**config.mk**
```make
export PLATFORM = sky130hd
export DESIGN_NAME = mstat_counters
export DESIGN_NICKNAME = d
export VERILOG_FILES = /design/src/logic/mstat_pkg.sv /design/src/logic/mstat_counters.sv
export VERILOG_INCLUDE_DIRS = /design/src /design/src/logic
export SDC_FILE = /design/constraint.sdc
export NUM_CORES = 1
export LEC_CHECK = 0
export BUFFER_PORTS_ARGS = -buffer_cell sky130_fd_sc_hd__buf_2
export CELL_PAD_IN_SITES_DETAIL_PLACEMENT = 2
export CELL_PAD_IN_SITES_GLOBAL_PLACEMENT = 2
export CORE_MARGIN = 5
export CORE_UTILIZATION = 36
export CTS_CLUSTER_SIZE = 40
export DETAILED_ROUTE_END_ITERATION = 6
export HOLD_SLACK_MARGIN = 0.02
export PLACE_DENSITY = 0.82
export SYNTH_ARGS = -nofsm -noshare
export SYNTH_HDL_FRONTEND = slang
export SYNTH_SLANG_ARGS = --single-unit
```
**constraint.sdc**
```tcl
create_clock -name clk -period 7.7 [get_ports clk]
set_input_delay 1.54 -clock clk [delete_from_list [all_inputs] [get_ports clk]]
set_output_delay 1.54 -clock clk [all_outputs]
set_load 0.05 [all_outputs]
```
**src/logic/mstat_defs.svh**
```systemverilog
// register offsets, field constants and counts for the statistics bank
`ifndef MSTAT_DEFS_SVH
`define MSTAT_DEFS_SVH
`define MSTAT_OFF_RX_512_1023 16'h406C
`define MSTAT_OFF_RX_1024_MAX 16'h4070
`define MSTAT_OFF_RX_GOOD 16'h4074
`define MSTAT_OFF_RX_BCAST 16'h4078
`define MSTAT_OFF_RX_MCAST 16'h407C
`define MSTAT_OFF_TX_GOOD 16'h4080
`define MSTAT_OFF_RX_OCT_LO 16'h4088
`define MSTAT_OFF_RX_OCT_HI 16'h408C
`define MSTAT_OFF_TX_OCT_LO 16'h4090
`define MSTAT_OFF_TX_OCT_HI 16'h4094
`define MSTAT_OFF_RX_NOBUF 16'h40A0
`define MSTAT_OFF_RX_UNDER 16'h40A4
`define MSTAT_OFF_CTRL 16'h40F0
`define MSTAT_CTRL_RX_EN 0
`define MSTAT_CTRL_TX_EN 1
`define MSTAT_CTRL_LPE 2
`define MSTAT_CTRL_EXT_VLAN 3
`define MSTAT_CTRL_BCAST_EN 4
`define MSTAT_CTRL_RESET 5'h10
`define MSTAT_LEN_MIN 16'h0040
`define MSTAT_LEN_512 16'h0200
`define MSTAT_LEN_1023 16'h03FF
`define MSTAT_LEN_1024 16'h0400
`define MSTAT_LEN_STD_MAX 16'h05F2
`define MSTAT_LEN_VLAN_MAX 16'h05F6
`define MSTAT_LEN_RUNT 16'h0019
`define MSTAT_RESP_OKAY 2'h0
`define MSTAT_RESP_SLVERR 2'h2
`define MSTAT_ZERO32 32'h0000_0000
`define MSTAT_ONES32 32'hFFFF_FFFF
`define MSTAT_ONES64 64'hFFFF_FFFF_FFFF_FFFF
`endif

```
**src/logic/mstat_pkg.sv**
```systemverilog
// types shared by the statistics bank
package mstat_pkg;
   typedef logic [31:0] mstat_word_t;
   typedef logic [15:0] mstat_len_t;
   typedef logic [63:0] mstat_oct_t;
   typedef enum logic [2:0] {
      MSTAT_RD_IDLE = 3'b001,
      MSTAT_RD_RESP = 3'b010,
      MSTAT_RD_WAIT = 3'b100
   } mstat_rd_e;
endpackage

```
**src/logic/mstat_counters.sv**
```systemverilog
// ethernet mac receive and transmit statistics counter bank
//
// The AXI4-Lite slave port was decided locally.
`timescale 1ns/1ps
`include "mstat_defs.svh"
module mstat_counters (
   input wire logic clk,
   input wire logic rst_n,
   // receive frame summary, one pulse per completed frame
   input wire logic rx_done,
   input wire mstat_pkg::mstat_len_t rx_len,
   input wire logic rx_crc_ok,
   input wire logic rx_link_cut,
   input wire logic rx_filter_pass,
   input wire logic rx_is_bcast,
   input wire logic rx_is_mcast,
   input wire logic rx_is_fc,
   input wire logic rx_missed,
   input wire logic rx_vlan_tagged,
   input wire mstat_pkg::mstat_len_t rx_long_max,
   // one pulse per dropped copy for want of a host buffer
   input wire logic rx_nobuf_drop,
   input wire logic rx_nobuf_is_fc,
   // transmit frame summary
   input wire logic tx_done,
   input wire mstat_pkg::mstat_len_t tx_len,
   input wire logic tx_ok,
   input wire logic tx_is_fc,
   // axi4-lite slave
   input wire logic [15:0] s_axi_awaddr,
   input wire logic s_axi_awvalid,
   output logic s_axi_awready,
   input wire logic [31:0] s_axi_wdata,
   input wire logic [3:0] s_axi_wstrb,
   input wire logic s_axi_wvalid,
   output logic s_axi_wready,
   output logic [1:0] s_axi_bresp,
   output logic s_axi_bvalid,
   input wire logic s_axi_bready,
   input wire logic [15:0] s_axi_araddr,
   input wire logic s_axi_arvalid,
   output logic s_axi_arready,
   output logic [31:0] s_axi_rdata,
   output logic [1:0] s_axi_rresp,
   output logic s_axi_rvalid,
   input wire logic s_axi_rready
);
   import mstat_pkg::*;

   mstat_word_t cnt_512_reg, cnt_1024_reg, cnt_good_reg, cnt_bcast_reg;
   mstat_word_t cnt_mcast_reg, cnt_tx_reg, cnt_nobuf_reg, cnt_under_reg;
   mstat_oct_t rx_oct_reg, tx_oct_reg;
   mstat_word_t rx_hi_snap_reg, tx_hi_snap_reg;
   logic [4:0] ctrl_reg;
   logic aw_held_reg, w_held_reg;
   logic [15:0] aw_addr_reg;
   logic [31:0] w_data_reg;
   logic [3:0] w_strb_reg;
   mstat_rd_e rd_state_reg;
   logic [15:0] rd_addr_reg;

   // saturating 32-bit step, shared by every event counter
   function automatic mstat_word_t bump(input mstat_word_t v);
      bump = (v == `MSTAT_ONES32) ? v : v + 32'h0000_0001;
   endfunction

   // clear-on-read wins only for the old value; a same-cycle event survives
   function automatic mstat_word_t step(input mstat_word_t v,
                                        input logic clr, input logic inc);
      mstat_word_t base;
      base = clr ? `MSTAT_ZERO32 : v;
      step = inc ? bump(base) : base;
   endfunction

   // ---------------- register bus ----------------
   logic wr_fire, rd_take, rd_fire;
   logic rx_en, tx_en;
   assign rx_en = ctrl_reg[`MSTAT_CTRL_RX_EN];
   assign tx_en = ctrl_reg[`MSTAT_CTRL_TX_EN];

   assign s_axi_awready = !aw_held_reg && !s_axi_bvalid;
   assign s_axi_wready = !w_held_reg && !s_axi_bvalid;
   assign wr_fire = aw_held_reg && w_held_reg && !s_axi_bvalid;

   always_ff @(posedge clk or negedge rst_n) begin
      if (!rst_n) begin
         aw_held_reg <= 1'b0;
         aw_addr_reg <= 16'h0000;
      end else if (s_axi_awvalid && s_axi_awready) begin
         aw_held_reg <= 1'b1;
         aw_addr_reg <= s_axi_awaddr;
      end else if (wr_fire) begin
         aw_held_reg <= 1'b0;
      end
   end

   always_ff @(posedge clk or negedge rst_n) begin
      if (!rst_n) begin
         w_held_reg <= 1'b0;
         w_data_reg <= `MSTAT_ZERO32;
         w_strb_reg <= 4'h0;
      end else if (s_axi_wvalid && s_axi_wready) begin
         w_held_reg <= 1'b1;
         w_data_reg <= s_axi_wdata;
         w_strb_reg <= s_axi_wstrb;
      end else if (wr_fire) begin
         w_held_reg <= 1'b0;
      end
   end

   // counters are read-only; only the control word accepts writes
   always_ff @(posedge clk or negedge rst_n) begin
      if (!rst_n) begin
         s_axi_bvalid <= 1'b0;
         s_axi_bresp <= `MSTAT_RESP_OKAY;
      end else if (wr_fire) begin
         s_axi_bvalid <= 1'b1;
         s_axi_bresp <= (aw_addr_reg == `MSTAT_OFF_CTRL) ?
                        `MSTAT_RESP_OKAY : `MSTAT_RESP_SLVERR;
      end else if (s_axi_bready) begin
         s_axi_bvalid <= 1'b0;
      end
   end

   always_ff @(posedge clk or negedge rst_n) begin
      if (!rst_n) begin
         ctrl_reg <= `MSTAT_CTRL_RESET;
      end else if (wr_fire && aw_addr_reg == `MSTAT_OFF_CTRL
                   && w_strb_reg[0]) begin
         ctrl_reg <= w_data_reg[4:0];
      end
   end

   // read: accept, answer two cycles later, one read outstanding
   assign s_axi_arready = (rd_state_reg == MSTAT_RD_IDLE);
   assign rd_take = s_axi_arvalid && s_axi_arready;
   assign rd_fire = (rd_state_reg == MSTAT_RD_RESP);

   always_ff @(posedge clk or negedge rst_n) begin
      if (!rst_n) begin
         rd_state_reg <= MSTAT_RD_IDLE;
         rd_addr_reg <= 16'h0000;
      end else begin
         case (rd_state_reg)
            MSTAT_RD_IDLE: begin
               if (rd_take) begin
                  rd_addr_reg <= s_axi_araddr;
                  rd_state_reg <= MSTAT_RD_RESP;
               end
            end
            MSTAT_RD_RESP: rd_state_reg <= MSTAT_RD_WAIT;
            MSTAT_RD_WAIT: begin
               if (s_axi_rready) begin
                  rd_state_reg <= MSTAT_RD_IDLE;
               end
            end
            default: rd_state_reg <= MSTAT_RD_IDLE;
         endcase
      end
   end

   // one-cycle clear strobe per register, raised when the data is latched
   function automatic logic hit(input logic [15:0] off);
      hit = rd_fire && (rd_addr_reg == off);
   endfunction

   logic clr_512, clr_1024, clr_good, clr_bcast, clr_mcast, clr_tx;
   logic clr_nobuf, clr_under, rd_rx_lo, rd_rx_hi, rd_tx_lo, rd_tx_hi;
   assign clr_512 = hit(`MSTAT_OFF_RX_512_1023);
   assign clr_1024 = hit(`MSTAT_OFF_RX_1024_MAX);
   assign clr_good = hit(`MSTAT_OFF_RX_GOOD);
   assign clr_bcast = hit(`MSTAT_OFF_RX_BCAST);
   assign clr_mcast = hit(`MSTAT_OFF_RX_MCAST);
   assign clr_tx = hit(`MSTAT_OFF_TX_GOOD);
   assign clr_nobuf = hit(`MSTAT_OFF_RX_NOBUF);
   assign clr_under = hit(`MSTAT_OFF_RX_UNDER);
   assign rd_rx_lo = hit(`MSTAT_OFF_RX_OCT_LO);
   assign rd_rx_hi = hit(`MSTAT_OFF_RX_OCT_HI);
   assign rd_tx_lo = hit(`MSTAT_OFF_TX_OCT_LO);
   assign rd_tx_hi = hit(`MSTAT_OFF_TX_OCT_HI);

   always_ff @(posedge clk or negedge rst_n) begin
      if (!rst_n) begin
         s_axi_rvalid <= 1'b0;
         s_axi_rdata <= `MSTAT_ZERO32;
         s_axi_rresp <= `MSTAT_RESP_OKAY;
      end else if (rd_fire) begin
         s_axi_rvalid <= 1'b1;
         s_axi_rresp <= `MSTAT_RESP_OKAY;
         case (rd_addr_reg)
            `MSTAT_OFF_RX_512_1023: s_axi_rdata <= cnt_512_reg;
            `MSTAT_OFF_RX_1024_MAX: s_axi_rdata <= cnt_1024_reg;
            `MSTAT_OFF_RX_GOOD: s_axi_rdata <= cnt_good_reg;
            `MSTAT_OFF_RX_BCAST: s_axi_rdata <= cnt_bcast_reg;
            `MSTAT_OFF_RX_MCAST: s_axi_rdata <= cnt_mcast_reg;
            `MSTAT_OFF_TX_GOOD: s_axi_rdata <= cnt_tx_reg;
            `MSTAT_OFF_RX_OCT_LO: s_axi_rdata <= rx_oct_reg[31:0];
            `MSTAT_OFF_RX_OCT_HI: s_axi_rdata <= rx_hi_snap_reg;
            `MSTAT_OFF_TX_OCT_LO: s_axi_rdata <= tx_oct_reg[31:0];
            `MSTAT_OFF_TX_OCT_HI: s_axi_rdata <= tx_hi_snap_reg;
            `MSTAT_OFF_RX_NOBUF: s_axi_rdata <= cnt_nobuf_reg;
            `MSTAT_OFF_RX_UNDER: s_axi_rdata <= cnt_under_reg;
            `MSTAT_OFF_CTRL: s_axi_rdata <= {27'h0000000, ctrl_reg};
            default: begin
               s_axi_rdata <= `MSTAT_ZERO32;
               s_axi_rresp <= `MSTAT_RESP_SLVERR;
            end
         endcase
      end else if (s_axi_rready) begin
         s_axi_rvalid <= 1'b0;
      end
   end

   // ---------------- frame classification ----------------
   logic rx_ok, rx_counted, rx_legal, rx_oversize;
   logic ev_512, ev_1024, ev_good, ev_bcast, ev_mcast, ev_under, ev_tx;
   mstat_len_t top_max, legal_max;

   // vlan limit applies to the top bin; long packets raise the legal limit
   assign top_max = ctrl_reg[`MSTAT_CTRL_EXT_VLAN] ? `MSTAT_LEN_VLAN_MAX
                    : `MSTAT_LEN_STD_MAX;
   assign legal_max = ctrl_reg[`MSTAT_CTRL_LPE] ? rx_long_max
                      : top_max;
   assign rx_oversize = rx_len > legal_max;
   assign rx_legal = rx_len >= `MSTAT_LEN_MIN && !rx_oversize;
   // a frame cut by link loss still counts as good here
   assign rx_ok = rx_crc_ok || rx_link_cut;
   assign rx_counted = rx_done && rx_en && rx_filter_pass
                       && !rx_is_fc && !rx_missed;
   assign ev_512 = rx_counted && rx_crc_ok && rx_len >= `MSTAT_LEN_512
                   && rx_len <= `MSTAT_LEN_1023;
   assign ev_1024 = rx_counted && rx_crc_ok && rx_len >= `MSTAT_LEN_1024
                    && rx_len <= top_max && !rx_oversize;
   assign ev_good = rx_counted && rx_ok && rx_legal;
   assign ev_bcast = rx_done && rx_en && rx_crc_ok && rx_is_bcast
                     && !rx_missed
                     && ctrl_reg[`MSTAT_CTRL_BCAST_EN];
   assign ev_mcast = rx_counted && rx_crc_ok && rx_is_mcast;
   // runts below 25 bytes are not counted as undersize; bcast and mcast apply no length check
   assign ev_under = rx_done && rx_en && rx_filter_pass && rx_crc_ok
                     && rx_len < `MSTAT_LEN_MIN
                     && rx_len >= `MSTAT_LEN_RUNT;
   assign ev_tx = tx_done && tx_en && tx_ok && !tx_is_fc
                  && tx_len >= `MSTAT_LEN_MIN;

   // ---------------- event counters ----------------
   always_ff @(posedge clk or negedge rst_n) begin
      if (!rst_n) begin
         cnt_512_reg <= `MSTAT_ZERO32;
         cnt_1024_reg <= `MSTAT_ZERO32;
         cnt_good_reg <= `MSTAT_ZERO32;
         cnt_bcast_reg <= `MSTAT_ZERO32;
         cnt_mcast_reg <= `MSTAT_ZERO32;
      end else begin
         cnt_512_reg <= step(cnt_512_reg, clr_512, ev_512);
         cnt_1024_reg <= step(cnt_1024_reg, clr_1024, ev_1024);
         cnt_good_reg <= step(cnt_good_reg, clr_good, ev_good);
         cnt_bcast_reg <= step(cnt_bcast_reg, clr_bcast, ev_bcast);
         cnt_mcast_reg <= step(cnt_mcast_reg, clr_mcast, ev_mcast);
      end
   end

   always_ff @(posedge clk or negedge rst_n) begin
      if (!rst_n) begin
         cnt_tx_reg <= `MSTAT_ZERO32;
         cnt_nobuf_reg <= `MSTAT_ZERO32;
         cnt_under_reg <= `MSTAT_ZERO32;
      end else begin
         cnt_tx_reg <= step(cnt_tx_reg, clr_tx, ev_tx);
         // frame still lands in the fifo; this only tallies the drop
         cnt_nobuf_reg <= step(cnt_nobuf_reg, clr_nobuf,
                               rx_nobuf_drop && rx_en
                               && !rx_nobuf_is_fc);
         cnt_under_reg <= step(cnt_under_reg, clr_under, ev_under);
      end
   end

   // ---------------- 64-bit octet counters ----------------
   // the high half is frozen on the low read so the pair is coherent;
   // clearing waits for the high read, a lone low read clears nothing
   function automatic mstat_oct_t oct_step(input mstat_oct_t v,
                                           input logic clr,
                                           input logic inc,
                                           input mstat_len_t len,
                                           input logic sat);
      mstat_oct_t base;
      mstat_oct_t sum;
      base = clr ? 64'h0 : v;
      sum = base + {48'h0, len};
      if (!inc) begin
         oct_step = base;
      end else if (sat && sum < base) begin
         oct_step = `MSTAT_ONES64;
      end else begin
         oct_step = sum;
      end
   endfunction

   always_ff @(posedge clk or negedge rst_n) begin
      if (!rst_n) begin
         rx_oct_reg <= 64'h0;
         rx_hi_snap_reg <= `MSTAT_ZERO32;
      end else begin
         rx_oct_reg <= oct_step(rx_oct_reg, rd_rx_hi,
                                rx_counted && rx_crc_ok && rx_legal,
                                rx_len, 1'b1);
         if (rd_rx_lo) begin
            rx_hi_snap_reg <= rx_oct_reg[63:32];
         end
      end
   end

   always_ff @(posedge clk or negedge rst_n) begin
      if (!rst_n) begin
         tx_oct_reg <= 64'h0;
         tx_hi_snap_reg <= `MSTAT_ZERO32;
      end else begin
         tx_oct_reg <= oct_step(tx_oct_reg, rd_tx_hi, ev_tx, tx_len,
                                1'b0);
         if (rd_tx_lo) begin
            tx_hi_snap_reg <= tx_oct_reg[63:32];
         end
      end
   end

endmodule // mstat_counters

```
==> flow_summary.toml <==
[run_status]
run_status = "complete, but fails checks"
violations = "design-rule violations"

[layout]
final_nets = 3757
synthToLayoutAreaGrowth_pct = 15.1
drive_gt1_frac = 0.154
fill_cells = 9348

[floorplanning]
dieArea_mm2 = 0.0938
start_util = 0.364
core_mm2 = 0.0869
die_height_um = 306
ios = 178
rows = 108
die_w_um = 306

[power_and_ir_drop]
p_per_area_mw_per_mm2 = 196
power_uw = 7110
irDropWorstVdd_uv = 186
leakage_uw = 0.0159

[detailed_routing]
wl_per_cell_um = 30.0
drc = 15
first_pass_iters = 7
viasPerCell = 6.22
dr_total_vias = 29400
antenna_left = 0
drt-initial-drc-count = 2708
finalWirelength_um = 142000

[sta]
min_period_ns = 7.47
relSlewSlack = 0.165
clock.fmax_ghz = 0.134
max_slew.worst_pin.slew_ns = 1.25
tns_ns = 0
slew_violations = 0
finalHoldViolations = 0
finClkSkew_ns = 0.0378
min_period_over_period = 0.971
setup_viol = 0

[job]
max-cap-violations = 0

[synthesis]
synth_top_area_frac = 0.420
synth-main-ff-cell = "dfrtp_1"
synthDistinctLibCells = 91
syn_inst = 3401
synthTopCellsByCount = "dfrtp_1 (530), nand2_1 (432), nor2_1 (316)"
ys_seq_area_frac = 0.421
synth_edf_count = 0
synthArstFlopShare = 1.00
synth_area_mm2 = 0.0316
synth_most_common_cell = "dfrtp_1"
ys_warn_count = 0
syn_area_per_cell_um2 = 9.29
synth_largest_area_cell = "dfrtp_1"
synth.top_cells.by_area = "dfrtp_1 (42%), xor2_1 (5.4%), nand2_1 (5.1%)"
synth-seq-cells = 532

[clock_network]
path_clk_slew_ns = 0.06
cts_buffers = 68
cts-htree-levels = 3
clock_path_buffers = 3
clock_sinks = 532
clk_latency_ns = 0.65
clockRootBuffer = "clkbuf_16"
cts_tree = "yes"

[setup_path]
critPathMaxStageDelay_ns = 0.59
critPathSlowestCell = "or4b_4"
required_ns = 8.18
end_kind = "flip-flop"
cp.arrival_ns = 7.96
crit_type = "reg -> reg"
startpoint_type = "flip-flop"
cp_max_fo = 9

[global_routing]
grt_pass1_vias = 31300
grt_max_degree = 167
grt_use_met3 = 0.0667
use_met2 = 0.467
grt-ovfl-total = 0
top_usage_layer = "met2"
grt_pass1_wl_um = 208000
antenna_found_initial = 8
grt_util_met1 = 0.365
grt_use_total = 0.290

[placed_design]
place_hpwl_um = 103000
gp_congestion = 0.960
portBuffers = 144

[min_path]
worstHoldPathType = "reg -> reg"
## what timing repair did
action	CTS	global route
gates resized for setup	1	17
setup endpoints to repair	11	64
cloned	0	4
setup buffers	0	14
hold buffers	0	0
pin swaps	0	14
## where the power goes
part           switching [µW]  total (µW)  leakage [µW]  internal (µW)
Sequential               94.0        3010       0.00658           2920
Combinational             467         739       0.00819            273
Clock                    1370        3350       0.00113           1980
Total                    1930        7110        0.0159           5170
## stage by stage
stage               utilization  setup WS (ns)  hold slack [ns]  area, µm²  cells
floorplan                     -        0.00265            0.470      31700   3402
global placement          0.389          0.131            0.479      33800   4592
detailed placement        0.389       -0.00285            0.489      33800   4592
CTS                       0.415         0.0281            0.508      36100   4714
global route              0.418         -0.146            0.525      36400   4732
finish                    0.418          0.225            0.501      36400   4735
## routing by layer
| metal | wire length, µm | up-vias |
|---|---|---|
| li1 | - | 12600 |
| met1 | 56100 | 15300 |
| met2 | 65500 | 1197 |
| met3 | 11500 | 361 |
| met4 | 8970 | 8 |
| met5 | 57 | - |
## kinds of logic (layout without fill, tap and decap cells)
logic type                 Yosys count  after routing  share of synthesized area
and+or+nand+nor                   1454           1454                      0.226
AOI/OAI and AO/OA                  566            566                      0.131
DFF                                532            532                      0.421
xor gates and xnor gates           336            336                     0.0931
buffers and inverters              253            428                     0.0320
muxes                              162            162                     0.0569
adders and majority gates           97             97                     0.0387
other                                1              5                   0.000119
## worst max-delay path, delay by kind of cell (launching register included)
family          cells  cell delay, ns
simple gates       11            3.22
compound gates     12            2.06
fa+ha+maj           4            1.31
flops               1            0.42
buf+inv             2            0.30
## cell usage in the layout (no fill, tap or decap), types with 11 or more instances in the layout
cell | netlist | final
a2111oi_0 | 11 | 11
a211oi_1 | 12 | 11
a21o_1 | 13 | 13
a21oi_1 | 82 | 81
a221oi_1 | 64 | 64
a222oi_1 | 23 | 23
a22o_1 | 84 | 84
a22oi_1 | 21 | 21
a31oi_1 | 34 | 32
and2_1 | 67 | 66
and3_1 | 79 | 79
and4_1 | 27 | 27
buf_2 | 6 | 143
buf_4 | 2 | 70
clkbuf_1 | 148 | 12
clkbuf_16 | 0 | 73
clkbuf_8 | 0 | 14
clkinv_2 | 0 | 11
dfrtp_1 | 530 | 530
ha_1 | 93 | 92
inv_1 | 76 | 76
mux2_2 | 135 | 135
mux2i_1 | 25 | 25
nand2_1 | 432 | 430
nand3_1 | 149 | 149
nand4_1 | 127 | 127
nor2_1 | 316 | 310
nor2b_1 | 22 | 22
nor3_1 | 81 | 71
nor4_1 | 44 | 41
o21ai_0 | 80 | 78
o21ai_1 | 46 | 48
o221ai_2 | 13 | 13
or3_1 | 39 | 39
xnor2_1 | 140 | 140
xor2_1 | 196 | 196
## cell type report
type / instances / area, µm² / area share
Sequential cell: 532 / 13300 / 0.366
Timing Repair Buffer: 228 / 1530 / 0.0419
Clock inverter: 26 / 309 / 0.00850
Inverter: 78 / 293 / 0.00805
Multi-Input combinational cell: 2617 / 17500 / 0.481
Antenna cell: 3 / 7.51 / 0.000206
Clock buffer: 96 / 1990 / 0.0547
Tap cell: 1155 / 1450 / 0.0397
## path summary, 6_finish.rpt
path / to / slack [ns] / startpoint / depth (start not counted)
min: s_axi_rdata[11] / 0.50 / s_axi_rdata[11] / 1
min reg2reg: s_axi_rdata[11] / 0.50 / s_axi_rdata[11] / 1
max in group asynchronous: cnt_under_reg[20] / 5.16 / rst_n / 2
max: rx_oct_reg[23] / 0.23 / rd_addr_reg[13] / 29
max reg2reg: rx_oct_reg[23] / 0.23 / rd_addr_reg[13] / 29
min in group asynchronous: tx_oct_reg[44] / 0.97 / rst_n / 1
Note: power is estimated with default switching activity, not from simulation.
